<file path="config.mk">
export PLATFORM = sky130hd
export DESIGN_NAME = rsx_alu
export DESIGN_NICKNAME = d
export VERILOG_FILES = /design/src/include/rsx_pkg.sv /design/src/hdl/rsx_alu.sv
export SDC_FILE = /design/constraint.sdc
export NUM_CORES = 1
export LEC_CHECK = 0
export BUFFER_PORTS_ARGS = -buffer_cell sky130_fd_sc_hd__buf_2
export CORE_UTILIZATION = 54
export DETAILED_ROUTE_END_ITERATION = 6
export PLACE_DENSITY = 0.85
export SETUP_SLACK_MARGIN = 0.5
export SYNTH_ARGS = -nofsm -noshare
export SYNTH_HDL_FRONTEND = slang
export SYNTH_SLANG_ARGS = --single-unit
</file>
<file path="constraint.sdc">
create_clock -name clock -period 4.4 [get_ports clock]
set_clock_uncertainty 0.1 [all_clocks]
set_input_delay 0.44 -clock clock [delete_from_list [all_inputs] [get_ports clock]]
set_output_delay 0.44 -clock clock [all_outputs]
set_load 0.02 [all_outputs]
</file>
<file path="src/include/rsx_pkg.sv">
// Shared constants and types for the register subtract/xor/swap datapath slice
package rsx_pkg;

	// ----------------------------------------------------------------
	// Widths
	// ----------------------------------------------------------------
	localparam int DATA_W = 8;
	localparam int ADDR_W = 7;
	localparam int NIB_W = 4;

	// ----------------------------------------------------------------
	// Reset values and register address limit
	// ----------------------------------------------------------------
	localparam logic [7:0] ACC_RST = 8'h00;
	localparam logic FLAG_RST = 1'b0;
	localparam logic [6:0] ADDR_RST = 7'h00;
	localparam logic [7:0] DATA_RST = 8'h00;
	localparam logic [6:0] REG_ADDR_MAX = 7'h7f;

	// ----------------------------------------------------------------
	// Result target encoding
	// ----------------------------------------------------------------
	localparam logic TARGET_ACC = 1'b0;
	localparam logic TARGET_REG = 1'b1;

	// ----------------------------------------------------------------
	// Operation codes
	// ----------------------------------------------------------------
	typedef enum logic [1:0] {
		RSX_OP_IDLE = 2'h0,
		RSX_OP_SUB = 2'h1,
		RSX_OP_XOR = 2'h2,
		RSX_OP_SWAP = 2'h3
	} rsx_op_t;

endpackage

</file>
<file path="src/hdl/rsx_alu.sv">
// Register subtract, exclusive-or and nibble exchange datapath with status flags
`timescale 1ns/1ps

module rsx_alu #(
	parameter int DATA_W = rsx_pkg::DATA_W,
	parameter int ADDR_W = rsx_pkg::ADDR_W
) (
	input wire logic clock, // 125 MHz core clock
	input wire logic arst_n, // Asynchronous reset, active low
	input wire logic opValid, // Operation request this cycle
	input wire rsx_pkg::rsx_op_t opCode, // Operation select
	input wire logic resultTargetBit, // 0 accumulator, 1 addressed register
	input wire logic [ADDR_W-1:0] operandRegisterAddress, // File register address
	input wire logic [DATA_W-1:0] regReadData, // Content of the addressed register
	input wire logic accLoadValid, // Core loads the accumulator
	input wire logic [DATA_W-1:0] accLoadData, // Value for accumulator load
	output logic [DATA_W-1:0] accumulator, // Accumulator contents
	output logic unsignedOverflowBit, // Carry, set when no borrow
	output logic nibbleOverflowBit, // Low-nibble carry, set when no borrow
	output logic resultNullBit, // Set when the last subtract or xor result was zero
	output logic regWriteValid, // One-cycle register write strobe
	output logic [ADDR_W-1:0] regWriteAddress, // Register write address
	output logic [DATA_W-1:0] regWriteData, // Register write data
	output logic opDone // One-cycle completion pulse
);

	// ----------------------------------------------------------------
	// Elaboration checks
	// ----------------------------------------------------------------
	if (DATA_W != 8) begin : g_bad_data
		$error("rsx_alu: DATA_W must be 8");
	end
	if (ADDR_W != 7) begin : g_bad_addr
		$error("rsx_alu: ADDR_W must be 7");
	end

	// ----------------------------------------------------------------
	// Decode
	// ----------------------------------------------------------------
	logic [DATA_W-1:0] accQ, accD;
	logic carryQ, carryD;
	logic nibQ, nibD;
	logic zeroQ, zeroD;
	logic wrValidQ, wrValidD;
	logic [ADDR_W-1:0] wrAddrQ, wrAddrD;
	logic [DATA_W-1:0] wrDataQ, wrDataD;
	logic doneQ;

	wire isSub = opValid && (opCode == rsx_pkg::RSX_OP_SUB);
	wire isXor = opValid && (opCode == rsx_pkg::RSX_OP_XOR);
	wire isSwap = opValid && (opCode == rsx_pkg::RSX_OP_SWAP);
	wire isOp = isSub || isXor || isSwap;
	wire toReg = (resultTargetBit == rsx_pkg::TARGET_REG);

	// ----------------------------------------------------------------
	// Datapath
	// ----------------------------------------------------------------
	// Two's complement subtract; carry means no borrow out of each width
	wire [DATA_W-1:0] subVal = regReadData - accQ;
	wire subNoBorrow = regReadData >= accQ;
	wire nibNoBorrow = regReadData[rsx_pkg::NIB_W-1:0] >= accQ[rsx_pkg::NIB_W-1:0];
	wire [DATA_W-1:0] xorVal = accQ ^ regReadData;
	wire [DATA_W-1:0] swapVal = {regReadData[rsx_pkg::NIB_W-1:0],
		regReadData[DATA_W-1:rsx_pkg::NIB_W]};

	wire [DATA_W-1:0] opResult = isSub ? subVal : (isXor ? xorVal : swapVal);
	wire opZero = (opResult == '0);

	// Flags: subtract updates all three, xor only zero, exchange none
	assign carryD = isSub ? subNoBorrow : carryQ;
	assign nibD = isSub ? nibNoBorrow : nibQ;
	assign zeroD = (isSub || isXor) ? opZero : zeroQ;

	// Result steering; a pending op wins over an accumulator load
	assign accD = (isOp && !toReg) ? opResult :
		((!isOp && accLoadValid) ? accLoadData : accQ);
	assign wrValidD = isOp && toReg;
	assign wrAddrD = (isOp && toReg) ? operandRegisterAddress : wrAddrQ;
	assign wrDataD = (isOp && toReg) ? opResult : wrDataQ;

	// ----------------------------------------------------------------
	// State
	// ----------------------------------------------------------------
	always_ff @(posedge clock or negedge arst_n) begin
		if (!arst_n) begin
			accQ <= rsx_pkg::ACC_RST;
			carryQ <= rsx_pkg::FLAG_RST;
			nibQ <= rsx_pkg::FLAG_RST;
			zeroQ <= rsx_pkg::FLAG_RST;
		end else begin
			accQ <= accD;
			carryQ <= carryD;
			nibQ <= nibD;
			zeroQ <= zeroD;
		end
	end

	always_ff @(posedge clock or negedge arst_n) begin
		if (!arst_n) begin
			wrValidQ <= 1'b0;
			wrAddrQ <= rsx_pkg::ADDR_RST;
			wrDataQ <= rsx_pkg::DATA_RST;
			doneQ <= 1'b0;
		end else begin
			wrValidQ <= wrValidD;
			wrAddrQ <= wrAddrD;
			wrDataQ <= wrDataD;
			doneQ <= isOp;
		end
	end

	assign accumulator = accQ;
	assign unsignedOverflowBit = carryQ;
	assign nibbleOverflowBit = nibQ;
	assign resultNullBit = zeroQ;
	assign regWriteValid = wrValidQ;
	assign regWriteAddress = wrAddrQ;
	assign regWriteData = wrDataQ;
	assign opDone = doneQ;

	// ----------------------------------------------------------------
	// Assertions
	// ----------------------------------------------------------------
	property p_sub_value;
		@(posedge clock) disable iff (!arst_n)
		isSub && !toReg |=> accQ == DATA_W'($past(regReadData) - $past(accQ));
	endproperty
	a_sub_value: assert property (p_sub_value) else $error("subtract result wrong");

	property p_sub_flags;
		@(posedge clock) disable iff (!arst_n)
		isSub |=> (carryQ == ($past(regReadData) >= $past(accQ)))
			&& (nibQ == ($past(regReadData[3:0]) >= $past(accQ[3:0])))
			&& (zeroQ == (wrValidQ ? (wrDataQ == '0) : (accQ == '0)));
	endproperty
	a_sub_flags: assert property (p_sub_flags) else $error("subtract flags wrong");

	property p_reg_target;
		@(posedge clock) disable iff (!arst_n)
		(isSub || isXor) && toReg |=> wrValidQ && (wrAddrQ == $past(operandRegisterAddress))
			&& $stable(accQ) && doneQ;
	endproperty
	a_reg_target: assert property (p_reg_target) else $error("register target not written");

	property p_acc_target;
		@(posedge clock) disable iff (!arst_n)
		(isSub || isXor) && !toReg |=> !wrValidQ && doneQ;
	endproperty
	a_acc_target: assert property (p_acc_target) else $error("register written for acc target");

	property p_xor_flags;
		@(posedge clock) disable iff (!arst_n)
		isXor |=> $stable(carryQ) && $stable(nibQ)
			&& (zeroQ == (($past(accQ) ^ $past(regReadData)) == '0));
	endproperty
	a_xor_flags: assert property (p_xor_flags) else $error("xor flag update wrong");

	property p_xor_value;
		@(posedge clock) disable iff (!arst_n)
		isXor && !toReg |=> accQ == ($past(accQ) ^ $past(regReadData));
	endproperty
	a_xor_value: assert property (p_xor_value) else $error("xor result wrong");

	property p_swap_flags;
		@(posedge clock) disable iff (!arst_n)
		isSwap |=> $stable(carryQ) && $stable(nibQ) && $stable(zeroQ);
	endproperty
	a_swap_flags: assert property (p_swap_flags) else $error("exchange changed a flag");

	property p_swap_acc;
		@(posedge clock) disable iff (!arst_n)
		isSwap && !toReg |=> accQ == {$past(regReadData[3:0]), $past(regReadData[7:4])};
	endproperty
	a_swap_acc: assert property (p_swap_acc) else $error("exchange to acc wrong");

	property p_swap_reg;
		@(posedge clock) disable iff (!arst_n)
		isSwap && toReg |=> wrValidQ && $stable(accQ)
			&& wrDataQ == {$past(regReadData[3:0]), $past(regReadData[7:4])}
			&& (wrAddrQ == $past(operandRegisterAddress));
	endproperty
	a_swap_reg: assert property (p_swap_reg) else $error("exchange to register wrong");

	// Register-targeted results carry the computed value
	property p_sub_reg;
		@(posedge clock) disable iff (!arst_n)
		isSub && toReg |=> wrDataQ == DATA_W'($past(regReadData) - $past(accQ));
	endproperty
	a_sub_reg: assert property (p_sub_reg) else $error("subtract to register wrong");

	property p_xor_reg;
		@(posedge clock) disable iff (!arst_n)
		isXor && toReg |=> wrDataQ == ($past(accQ) ^ $past(regReadData));
	endproperty
	a_xor_reg: assert property (p_xor_reg) else $error("xor to register wrong");

	// Accumulator load is taken only when no op is
	property p_load_taken;
		@(posedge clock) disable iff (!arst_n)
		accLoadValid && !isOp |=> accQ == $past(accLoadData);
	endproperty
	a_load_taken: assert property (p_load_taken) else $error("accumulator load lost");

	property p_idle_quiet;
		@(posedge clock) disable iff (!arst_n)
		opValid && (opCode == rsx_pkg::RSX_OP_IDLE) |=> !doneQ && !wrValidQ;
	endproperty
	a_idle_quiet: assert property (p_idle_quiet) else $error("idle code acted");

	c_sub_borrow: cover property (@(posedge clock) disable iff (!arst_n)
		isSub && (regReadData < accQ));
	c_xor_zero: cover property (@(posedge clock) disable iff (!arst_n)
		isXor && (regReadData == accQ));
	c_swap_reg: cover property (@(posedge clock) disable iff (!arst_n)
		isSwap && toReg ##1 isSwap && !toReg);
	c_back_to_back: cover property (@(posedge clock) disable iff (!arst_n)
		isSub ##1 isXor ##1 isSwap);
	c_load_refused: cover property (@(posedge clock) disable iff (!arst_n)
		accLoadValid && isOp && !toReg);

endmodule // rsx_alu

</file>
==> results of run 1 <==
-- where the power goes --
group | leakage (nW) | switching, mW | internal [mW]
Combinational | 0.677 | 0.186 | 0.120
Clock | 0.0279 | 0.0754 | 0.0922
Sequential | 0.331 | 0.0253 | 0.298
-- cells by family (layout without fill, tap and decap cells) --
logic type                 after synthesis  after routing  synth area share
and+or+nand+nor                         50             50            0.1602
DFF                                     28             28            0.4097
xor gates and xnor gates                 2              2           0.01024
buffers and inverters                   20             76           0.05413
muxes                                    8              8           0.05194
AOI/OAI and AO/OA                       63             63            0.2436
adders and majority gates                9              9           0.07023
-- sequential cells by signal, indices dropped and copies added, names as in the netlist --
signal               cells
accumulator              8
regWriteData             8
regWriteAddress          7
nibbleOverflowBit        1
opDone                   1
regWriteValid            1
resultNullBit            1
unsignedOverflowBit      1
-- metrics by stage --
step           hold WS (ps)  power (mW)  std cells  instance area, sq um  worst slack (ps)
2_1_floorplan         44.41      0.5315        180                  1710              2050
3_3_place_gp          361.4      0.6276        276                  2014              1834
3_5_place_dp          370.3      0.6323        276                  2014              1773
4_1_cts               11.55      0.7989        280                  2067              1906
5_1_grt               8.038      0.8462        280                  2067              1719
6_report             -6.801      0.7973        280                  2067              1874
-- routing by layer --
metal	global-route usage	up-vias	share of wire
met5	0	-	0
met4	0.1122	0	0.021
met3	0.04911	8	0.052
met2	0.4236	57	0.48
met1	0.3839	738	0.45
li1	-	776	-
-- worst paths after layout --
check	end	slack, ps	depth (start not counted)
max in group asynchronous	regWriteValid	3810	1
worst max-delay path	resultNullBit	1870	9
worst max register to register	resultNullBit	1870	9
worst min register to register	regWriteData[2]	410	2
min in group clock	regWriteAddress[4]	220	2
worst min-delay path	regWriteData[4]	-7	1
-- critical path: cells and delay by family (launching register included) --
kind	cells	cell delay [ps]
flops	1	440
simple gates	3	500
compound gates	3	740
fa+ha+maj	2	590
buf+inv	1	60
-- layout by cell type (no fill, tap or decap), drive strengths merged, types with 4 or more instances in the layout --
master | Yosys | final
o22ai | 12 | 12
nand2 | 17 | 17
ha | 8 | 8
o21a | 6 | 6
nor2 | 13 | 13
o21ai | 13 | 13
buf | 4 | 57
a21oi | 16 | 16
nand4 | 4 | 4
mux2 | 7 | 7
inv | 15 | 15
dfrtp | 28 | 28
-- final cells by class --
cell class / count / area, sq um
Clock buffer: 3 / 22.52
Clock inverter: 1 / 30.03
Timing Repair Buffer: 57 / 285.3
Inverter: 15 / 56.30
Multi-Input combinational cell: 132 / 917.1
Fill cell: 253 / 960.9
Sequential cell: 28 / 700.7
Tap cell: 44 / 55.05
==> summary.txt, run 1 <==
status: finished with violations
failing checks: negative hold slack
final period utilization: 0.5741
Ports: 58
final hold vios: 16
die area: 3397 sq um
endpoints failing setup: 0
Synth warnings: 0
CTS Buffer Depth: 2
die width: 58.28 microns
Mapped Nets: 219
power per cell area: 385.8 nW/um^2
Primary FF master, synth: dfrtp_1
Layout area overhead: 20.85%
P_leak: 1.035 nW
CP startpoint kind: flip-flop
syn avg cell area: 9.502 sq um
Clk Latency, worst-skew pair: 330 ps
drt drc: 0
row count: 20
layout cells sized above 1: 0.3517
Post-Syn Area: 1710 sq um
Syn Inst Count: 180
setup bufs post-CTS: 0
relative slew slack: 0.5945
drt initial violations: 93
final hold slack: -6.801 ps
Setup TNS: 0 ps
via count: 1579
H-tree Lvls: 1
Tightest Hold Check Type: in -> async
Synth async-reset ratio: 1.000
initial core utilization: 0.5649
CTS sink cnt: 28
Detail Route Antenna Nets: 0
final net count: 276
post-synth top area share: 0.4097
fin util: 0.6826
drt via density: 5.639
largest net degree at the start of global routing: 29
first-pass GRT wire length: 6927 microns
DP Wirelength: 3321 microns
number of global-route vias before repair: 1494
Max Fclk: 395.8 MHz
critical path capture point type: flip-flop
TritonCTS clock tree: yes
Hold Buf Count CTS: 0
GR Util All Layers: 0.2744
GP Congestion: 0.9360
Post-CTS Resized: 0
register bit count reported by yosys: 28
Antenna diodes: 0
routed wire length: 4267 microns
core area: 3028 sq um
Worst Tran Pin Value: 608.2 ps
Worst Path Arrival: 2670 ps
Crit. Startpoint: accumulator[0]
minimum clock period: 2526 ps
Post-synth EDFFs: 0
Root Driver: clkbuf_4
DIE HEIGHT: 58.28 microns
TritonCTS buffer count: 3
PortBufs: 57
Data required, critical path: 4540 ps
sequential fraction of the synthesis area: 0.4097
CP Max Fanout: 4
clk slew on worst S/H paths: 150 ps
initial antenna violation count: 0
First-pass DRT Iterations: 4
count leader, synth: dfrtp_1
cells along the critical path: ha_1, inv_1, fa_1, nand3_1, nand2_1, a221oi_1, o22ai_1, and4b_1, a32o_1
crit path kind: reg -> reg
GR Overflow Total: 0
top cells by count, synth: 28 x dfrtp_1, 15 x a21oi_1, 15 x inv_1
DR WL/cell: 15.24 microns
unique cell type count in the Yosys netlist: 47
RSZ-0062 raised after global routing: false
Slowest cell on crit path: dfrtp_1
Critical R2R Launch: accumulator[0]
top area cells in the synthesized netlist: dfrtp_1 41%, ha_1 5.9%, mux2_2 4.6%, a21oi_1 4.4%, o22ai_1 4.0%
max-slew violations: 0
max_cap viols: 0
slowest stage delay, CP: 440 ps
cell taking the most area after synthesis: dfrtp_1
IR drop worst, VDD: 0.0003865 V
Power figures use the tool's default switching activity.
==> inputs of run 2 (changes only) <==
--- a/config.mk
+++ b/config.mk
@@ -6,9 +6,9 @@
 export NUM_CORES = 1
 export LEC_CHECK = 0
 export BUFFER_PORTS_ARGS = -buffer_cell sky130_fd_sc_hd__buf_2
-export CORE_UTILIZATION = 54
+export CORE_UTILIZATION = 50
 export DETAILED_ROUTE_END_ITERATION = 6
-export PLACE_DENSITY = 0.85
+export PLACE_DENSITY = 0.8
 export SETUP_SLACK_MARGIN = 0.5
 export SYNTH_ARGS = -nofsm -noshare
 export SYNTH_HDL_FRONTEND = slang
==> constraint.sdc (replaced) <==
create_clock -name clock -period 2.57 [get_ports clock]
set_clock_uncertainty 0.1 [all_clocks]
set_input_delay 0.257 -clock clock [delete_from_list [all_inputs] [get_ports clock]]
set_output_delay 0.257 -clock clock [all_outputs]
set_load 0.02 [all_outputs]
==> run 2 against run 1 <==
The run now ends clean. Sequential share of layout area fell by 3.9 points. Flip-flop and latch count is the same. First-iteration DRC count decreased by 23%. Non-clock buffer count increased by 15. Critical endpoint unchanged.
==> summary.txt, run 2 (synthesis gave the netlist of run 1 again) <==
slowest stage delay, CP: 430 ps (about the same)
fin worst setup slack: 414.4 ps (-1459 ps)
Psw: 0.5482 mW (+91%)
placed standard-cell area: 2087 sq um (+3.6%)
CP Max Fanout: 5 (+1)
via count: 1711 (+8.4%)
most common cell after layout, fill and taps aside: buf_2
critical path capture point type: flip-flop
DP Worst Slack: 223.3 ps (-1550 ps)
Detail Route Antenna Nets: 0 (unchanged)
Crit. Startpoint: accumulator[6]
register area: 706.9 sq um (+0.89%)
final hold vios: 0 (-16)
Slowest cell on crit path: dfrtp_2
CTS Buffer Depth: 2 (unchanged)
clock share of power: 0.147 (-0.063)
endpoints failing setup: 0 (unchanged)
status: finished clean
Layout fillers: 259 (+2.4%)
initial core utilization: 0.5425 (-0.02242)
drt initial violations: 72 (-23%)
Root Driver: clkbuf_4
first-pass GRT wire length: 7679 microns (+11%)
H-tree Lvls: 1 (unchanged)
routed wire length: 4743 microns (+11%)
max_cap viols: 0 (unchanged)
sw frac: 0.3807 (+0.02067)
GR Overflow Total: 0 (unchanged)
largest net degree at the start of global routing: 29 (unchanged)
initial antenna violation count: 0 (unchanged)
drt drc: 0 (unchanged)
die area: 3658 sq um (+7.7%)
RSZ-0062 raised after global routing: true
CP startpoint kind: flip-flop
Ports: 58 (unchanged)
flop2flop setup slack: 410 ps (-1460 ps)
Worst Tran Pin Value: 599.2 ps (-9.030 ps)
clk slew on worst S/H paths: 150 ps (about the same)
PortBufs: 57 (unchanged)
finished layout cell area: 2356 sq um (+14%)
crit path kind: reg -> reg
Layout area overhead: 37.75%
final net count: 291 (+5.4%)
die width: 60.49 microns (+3.8%)
DIE HEIGHT: 60.49 microns (+3.8%)
drt via density: 5.800 (+2.8%)
GP Congestion: 0.8835 (-5.6%)
DP Wirelength: 3458 microns (+4.1%)
share of power burned in registers: 0.384 (-0.022)
reg-to-reg endpoint: resultNullBit
power per cell area: 611.2 nW/um^2 (+58%)
Worst Path Arrival: 2330 ps (-340 ps)
TritonCTS buffer count: 3 (unchanged)
Clk Latency, worst-skew pair: 330 ps (about the same)
IR drop worst, VDD: 0.0004739 V (+23%)
Data required, critical path: 2740 ps (-1800 ps)
DR WL/cell: 16.08 microns (+5.5%)
TritonCTS clock tree: yes
CP Capture Point: resultNullBit
layout cells sized above 1: 0.5179 (+0.1662)
Antenna diodes: 0 (unchanged)
Setup TNS: 0 ps (unchanged)
Tightest Hold Check Type: in -> reg
R2R depth: 7 (-2)
relative slew slack: 0.6005 (+0.006020)
Critical R2R Launch: accumulator[6]
P_leak: 1.109 nW (+7.1%)
most frequent cells in the layout: 57 x buf_2, 23 x dfrtp_1, 14 x a21oi_1, 14 x buf_4, 13 x nand2_1
GR Util All Layers: 0.2829 (+0.008449)
First-pass DRT Iterations: 4 (unchanged)
final period utilization: 0.8388 (+0.2646)
Inst Count DP: 278 (+0.72%)
minimum clock period: 2156 ps (-370.6 ps)
row count: 20 (unchanged)
Internal Pwr Total: 0.8919 mW (+75%)
area of the multi-input gates: 1101 sq um (+20%)
Max Fclk: 463.9 MHz (+17%)
number of global-route vias before repair: 1717 (+15%)
final cell count without fillers: 295 (+5.4%)
core area: 3153 sq um (+4.1%)
Logic pwr share: 0.469 (+0.085)
cells along the critical path: inv_2, ha_4, a2111o_1, o22ai_2, xnor2_1, a221oi_2, a32o_1
hold path cells: 2
CTS sink cnt: 28 (unchanged)
max-slew violations: 0 (unchanged)
run 2: cell types whose count changed in the layout (fill, tap and decap cells not counted), sizes merged:
cell         previous run  this run
bufinv                  1         0
clkbuf                  3         4
dlygate4sd3             0         1
buf                    57        71
run 2: per-stage QoR:
step | power [mW] | util | hold slack, ps
2_1_floorplan | 0.9317 | - | -138.6
3_3_place_gp | 1.101 | 0.6619 | 200.6
3_5_place_dp | 1.114 | 0.6619 | 203.1
4_1_cts | 1.401 | 0.7278 | 43.92
5_1_grt | 1.519 | 0.7472 | 32.82
6_report | 1.440 | 0.7472 | 44.15
run 2: worst min path at each step:
stage | startpoint | end | slack, ps
finish | operandRegisterAddress[6] | regWriteAddress[6] | 40
global route | operandRegisterAddress[3] | regWriteAddress[3] | 30
CTS | operandRegisterAddress[4] | regWriteAddress[4] | 40
detailed placement | arst_n | regWriteAddress[6] | 200
global placement | arst_n | regWriteAddress[6] | 200
floorplan | arst_n | accumulator[0] | -140
run 2: power groups by stage:
stage | clock network (mW) | registers, mW | logic (mW)
after CTS | 0.216 | 0.552 | 0.634
after global routing | 0.231 | 0.560 | 0.728
after global placement | 0 | 0.562 | 0.540
after floorplan | 0 | 0.652 | 0.280
after detailed placement | 0 | 0.564 | 0.550
final | 0.212 | 0.552 | 0.675
run 2: cell type report:
type                    count  area share
flip-flops and latches     28      0.3001
well taps                  44     0.02337
multi-input cells         132      0.4673
clock buffers               4     0.01540
repair buffers             72      0.1699
inverters                  15     0.02390
run 2: worst max-delay path: cells and delay by family, from the launching register on:
| family | cells | cell delay, ps |
|---|---|---|
| XOR/XNOR | 1 | 120 |
| adder cells (fa/ha/maj) | 1 | 210 |
| flip-flops | 1 | 430 |
| AO/OA/AOI/OAI | 4 | 1180 |
| buffers and inverters | 1 | 60 |
run 2: timing repair:
item / in CTS / in global routing
hold buffers: 1 / 0
setup buffers: 11 / 1
pin swaps: 10 / 8
setup endpoints to repair: 7 / 12
hold endpoints to repair: 28 / 0
resized for setup: 16 / 15
run 2: per-layer routing:
metal	up-vias	GRT usage	share of wire
li1	801	-	-
met1	820	0.3532	0.40
met2	77	0.4929	0.51
met3	13	0.03412	0.062
met4	0	0.1266	0.022
met5	-	0	0
==> inputs of run 3 (changes only) <==
--- a/config.mk
+++ b/config.mk
@@ -5,10 +5,11 @@
 export SDC_FILE = /design/constraint.sdc
 export NUM_CORES = 1
 export LEC_CHECK = 0
+export ABC_AREA = 1
 export BUFFER_PORTS_ARGS = -buffer_cell sky130_fd_sc_hd__buf_2
 export CORE_UTILIZATION = 50
 export DETAILED_ROUTE_END_ITERATION = 6
-export PLACE_DENSITY = 0.8
+export PLACE_DENSITY = 0.79
 export SETUP_SLACK_MARGIN = 0.5
 export SYNTH_ARGS = -nofsm -noshare
 export SYNTH_HDL_FRONTEND = slang
==> constraint.sdc (replaced) <==
create_clock -name clock -period 2 [get_ports clock]
set_clock_uncertainty 0.1 [all_clocks]
set_input_delay 0.2 -clock clock [delete_from_list [all_inputs] [get_ports clock]]
set_output_delay 0.2 -clock clock [all_outputs]
set_load 0.02 [all_outputs]
==> run 3 against run 2 <==
Hold slack got worse by 38 ps. Count of clock-buffer cells in the layout did not move. Global-route usage fell by 0.33 points. Flip-flop and latch count did not move. Sequential power rose by 29%. Combinational power rose by 33%. Synthesized cell count rose by 32%. Routed wire length rose by 2.7%. Setup slack got worse by 310 ps. Critical path type unchanged. Critical endpoint is now nibbleOverflowBit.
==> summary.txt, run 3 <==
status: finished clean
Tightest Hold Check Type: in -> reg
GR Overflow Total: 0 (unchanged)
Primary FF master, synth: dfrtp_1
via count: 1928 (+13%)
P_leak: 1.271 nW (+15%)
drt drc: 0 (unchanged)
DP Worst Slack: 71.34 ps (-151.9 ps)
largest net degree at the start of global routing: 29 (unchanged)
H-tree Lvls: 1 (unchanged)
Layout fillers: 272 (+5.0%)
core area: 3363 sq um (+6.7%)
Worst Tran Pin Value: 708.5 ps (+109.3 ps)
count leader, synth: nand2_1
IR drop worst, VDD: 0.0005761 V (+22%)
drt via density: 5.326 (-8.2%)
critical path capture point type: flip-flop
cell taking the most area after synthesis: dfrtp_1
Clk Latency, worst-skew pair: 330 ps (about the same)
Slowest cell on crit path: dfrtp_2
DR WL/cell: 13.45 microns (-16%)
Synth async-reset ratio: 1.000 (unchanged)
initial antenna violation count: 0 (unchanged)
crit path kind: reg -> reg
endpoints failing setup: 0 (unchanged)
register bit count reported by yosys: 28 (unchanged)
final period utilization: 0.9503 (+0.1115)
number of global-route vias before repair: 1735 (+1.0%)
relative slew slack: 0.5272 (-0.07336)
first-pass GRT wire length: 7755 microns (+0.99%)
TritonCTS clock tree: yes
GP Congestion: 0.9937 (+12%)
Syn Inst Count: 238 (+32%)
RSZ-0062 raised after global routing: true
Antenna diodes: 0 (unchanged)
Ports: 58 (unchanged)
CP Max Fanout: 3 (-2)
syn avg cell area: 7.397 sq um (-22%)
most frequent cells in the layout: 71 x nand2_1, 57 x buf_2, 24 x inv_1
Mapped Nets: 277 (+26%)
TritonCTS buffer count: 3 (unchanged)
DP Wirelength: 3654 microns (+5.7%)
overall power: 1.857 mW (+29%)
cells along the critical path: ha_4, inv_2, fa_2, nand3_4, buf_4, buf_4, buf_4, buf_4, a41oi_1
GR Util All Layers: 0.2795 (-0.003343)
max-slew violations: 0 (unchanged)
most common cell after layout, fill and taps aside: nand2_1
unique cell type count in the Yosys netlist: 30 (-36%)
Post-Syn Area: 1760 sq um (+2.9%)
minimum clock period: 1901 ps (-255.0 ps)
Synth warnings: 0 (unchanged)
initial core utilization: 0.5234 (-0.01902)
power per cell area: 752.0 nW/um^2 (+23%)
post-synth top area share: 0.3980 (-0.01165)
Worst Path Arrival: 2060 ps (-270 ps)
First-pass DRT Iterations: 4 (unchanged)
layout cells sized above 1: 0.3987 (-0.1192)
Data required, critical path: 2160 ps (-580 ps)
slowest stage delay, CP: 460 ps (+30 ps)
sequential fraction of the synthesis area: 0.3980 (-0.01165)
PortBufs: 57 (unchanged)
Max Fclk: 526.2 MHz (+13%)
fin worst setup slack: 99.43 ps (-315.0 ps)
CP most frequent cell: buf_4
top area cells in the synthesized netlist: dfrtp_1 40%, nand2_1 16%, inv_1 6.2%, ha_1 5.7%, nor2_1 4.5%
CTS Buffer Depth: 2 (unchanged)
CTS sink cnt: 28 (unchanged)
row count: 21 (+5.0%)
Root Driver: clkbuf_4
DIE HEIGHT: 61.34 microns (+1.4%)
final hold vios: 0 (unchanged)
CP startpoint kind: flip-flop
Post-synth EDFFs: 0 (unchanged)
Setup TNS: 0 ps (unchanged)
Layout area overhead: 40.30%
Detail Route Antenna Nets: 0 (unchanged)
max_cap viols: 0 (unchanged)
clk slew on worst S/H paths: 150 ps (about the same)
die width: 61.34 microns (+1.4%)
final net count: 356 (+22%)
routed wire length: 4869 microns (+2.7%)
die area: 3762 sq um (+2.8%)
drt initial violations: 181 (+150%)
top cells by count, synth: 77 x nand2_1, 29 x inv_1, 28 x dfrtp_1
## run 3: cells by family (layout without fill, tap and decap cells)
logic type / count (synthesis) / after routing / synth area share
AO/OA/AOI/OAI: 34 / 34 / 0.1180
XOR/XNOR: 1 / 1 / 0.004976
adder cells (fa/ha/maj): 9 / 9 / 0.06823
buffers and inverters: 38 / 116 / 0.08742
flip-flops: 28 / 28 / 0.3980
AND/OR/NAND/NOR: 128 / 128 / 0.3234
## run 3: area by class of cell
class,count,area [sq um],share of cell area
clock buffer,4,26.28,0.01064
inverter,34,127.6,0.05167
multi-input combinational,172,1077,0.4362
sequential,28,710.7,0.2877
tap,46,57.56,0.02330
timing repair buffer,78,470.5,0.1905
## run 3: report_power, final
group | switching, mW | internal, mW | leakage (nW)
logic | 0.533 | 0.366 | 0.927
registers | 0.0534 | 0.661 | 0.328
clock network | 0.167 | 0.0783 | 0.0150
total | 0.753 | 1.10 | 1.27
## run 3: path summary, 6_finish.rpt
path                                         start                  to  slack, ps  cells after the start
worst min-delay path                accLoadData[1]      accumulator[1]          6                      3
worst max register to register      accumulator[0]   nibbleOverflowBit        100                      9
worst min register to register  regWriteAddress[3]  regWriteAddress[3]        380                      2
worst max-delay path                accumulator[0]   nibbleOverflowBit        100                      9
max in group asynchronous                   arst_n      accumulator[5]       1080                      2
min in group asynchronous                   arst_n              opDone        290                      2
## run 3: per-layer routing
layer  global-route usage  part of all wire
met1               0.3717              0.42
met2               0.4689              0.50
met3              0.05042             0.066
met4              0.07937             0.014
met5                    0                 0
## run 3: timing repair
| item | CTS | global route |
|---|---|---|
| hold endpoints to repair | 35 | 0 |
| endpoints found under the setup margin | 23 | 17 |
| hold buffers | 8 | 0 |
| setup buffers | 8 | 1 |
| pin swaps | 7 | 6 |
| resized for setup | 13 | 4 |
## run 3: critical path: cells and delay by family, from the launching register on
| family | cells | cell delay (ps) |
|---|---|---|
| AND/OR/NAND/NOR | 1 | 100 |
| adder cells (fa/ha/maj) | 2 | 410 |
| flip-flops | 1 | 460 |
| AO/OA/AOI/OAI | 1 | 180 |
| buffers and inverters | 5 | 560 |
## run 3: per-stage QoR
step	hold WS (ps)	utilization	instance area (sq um)	cells
CTS	1.013	0.7247	2437	361
global placement	146.2	0.6629	2230	341
global route	20.86	0.7344	2470	362
finish	6.489	0.7344	2470	362
floorplan	-195.6	-	1892	238
detailed placement	159.3	0.6629	2230	341
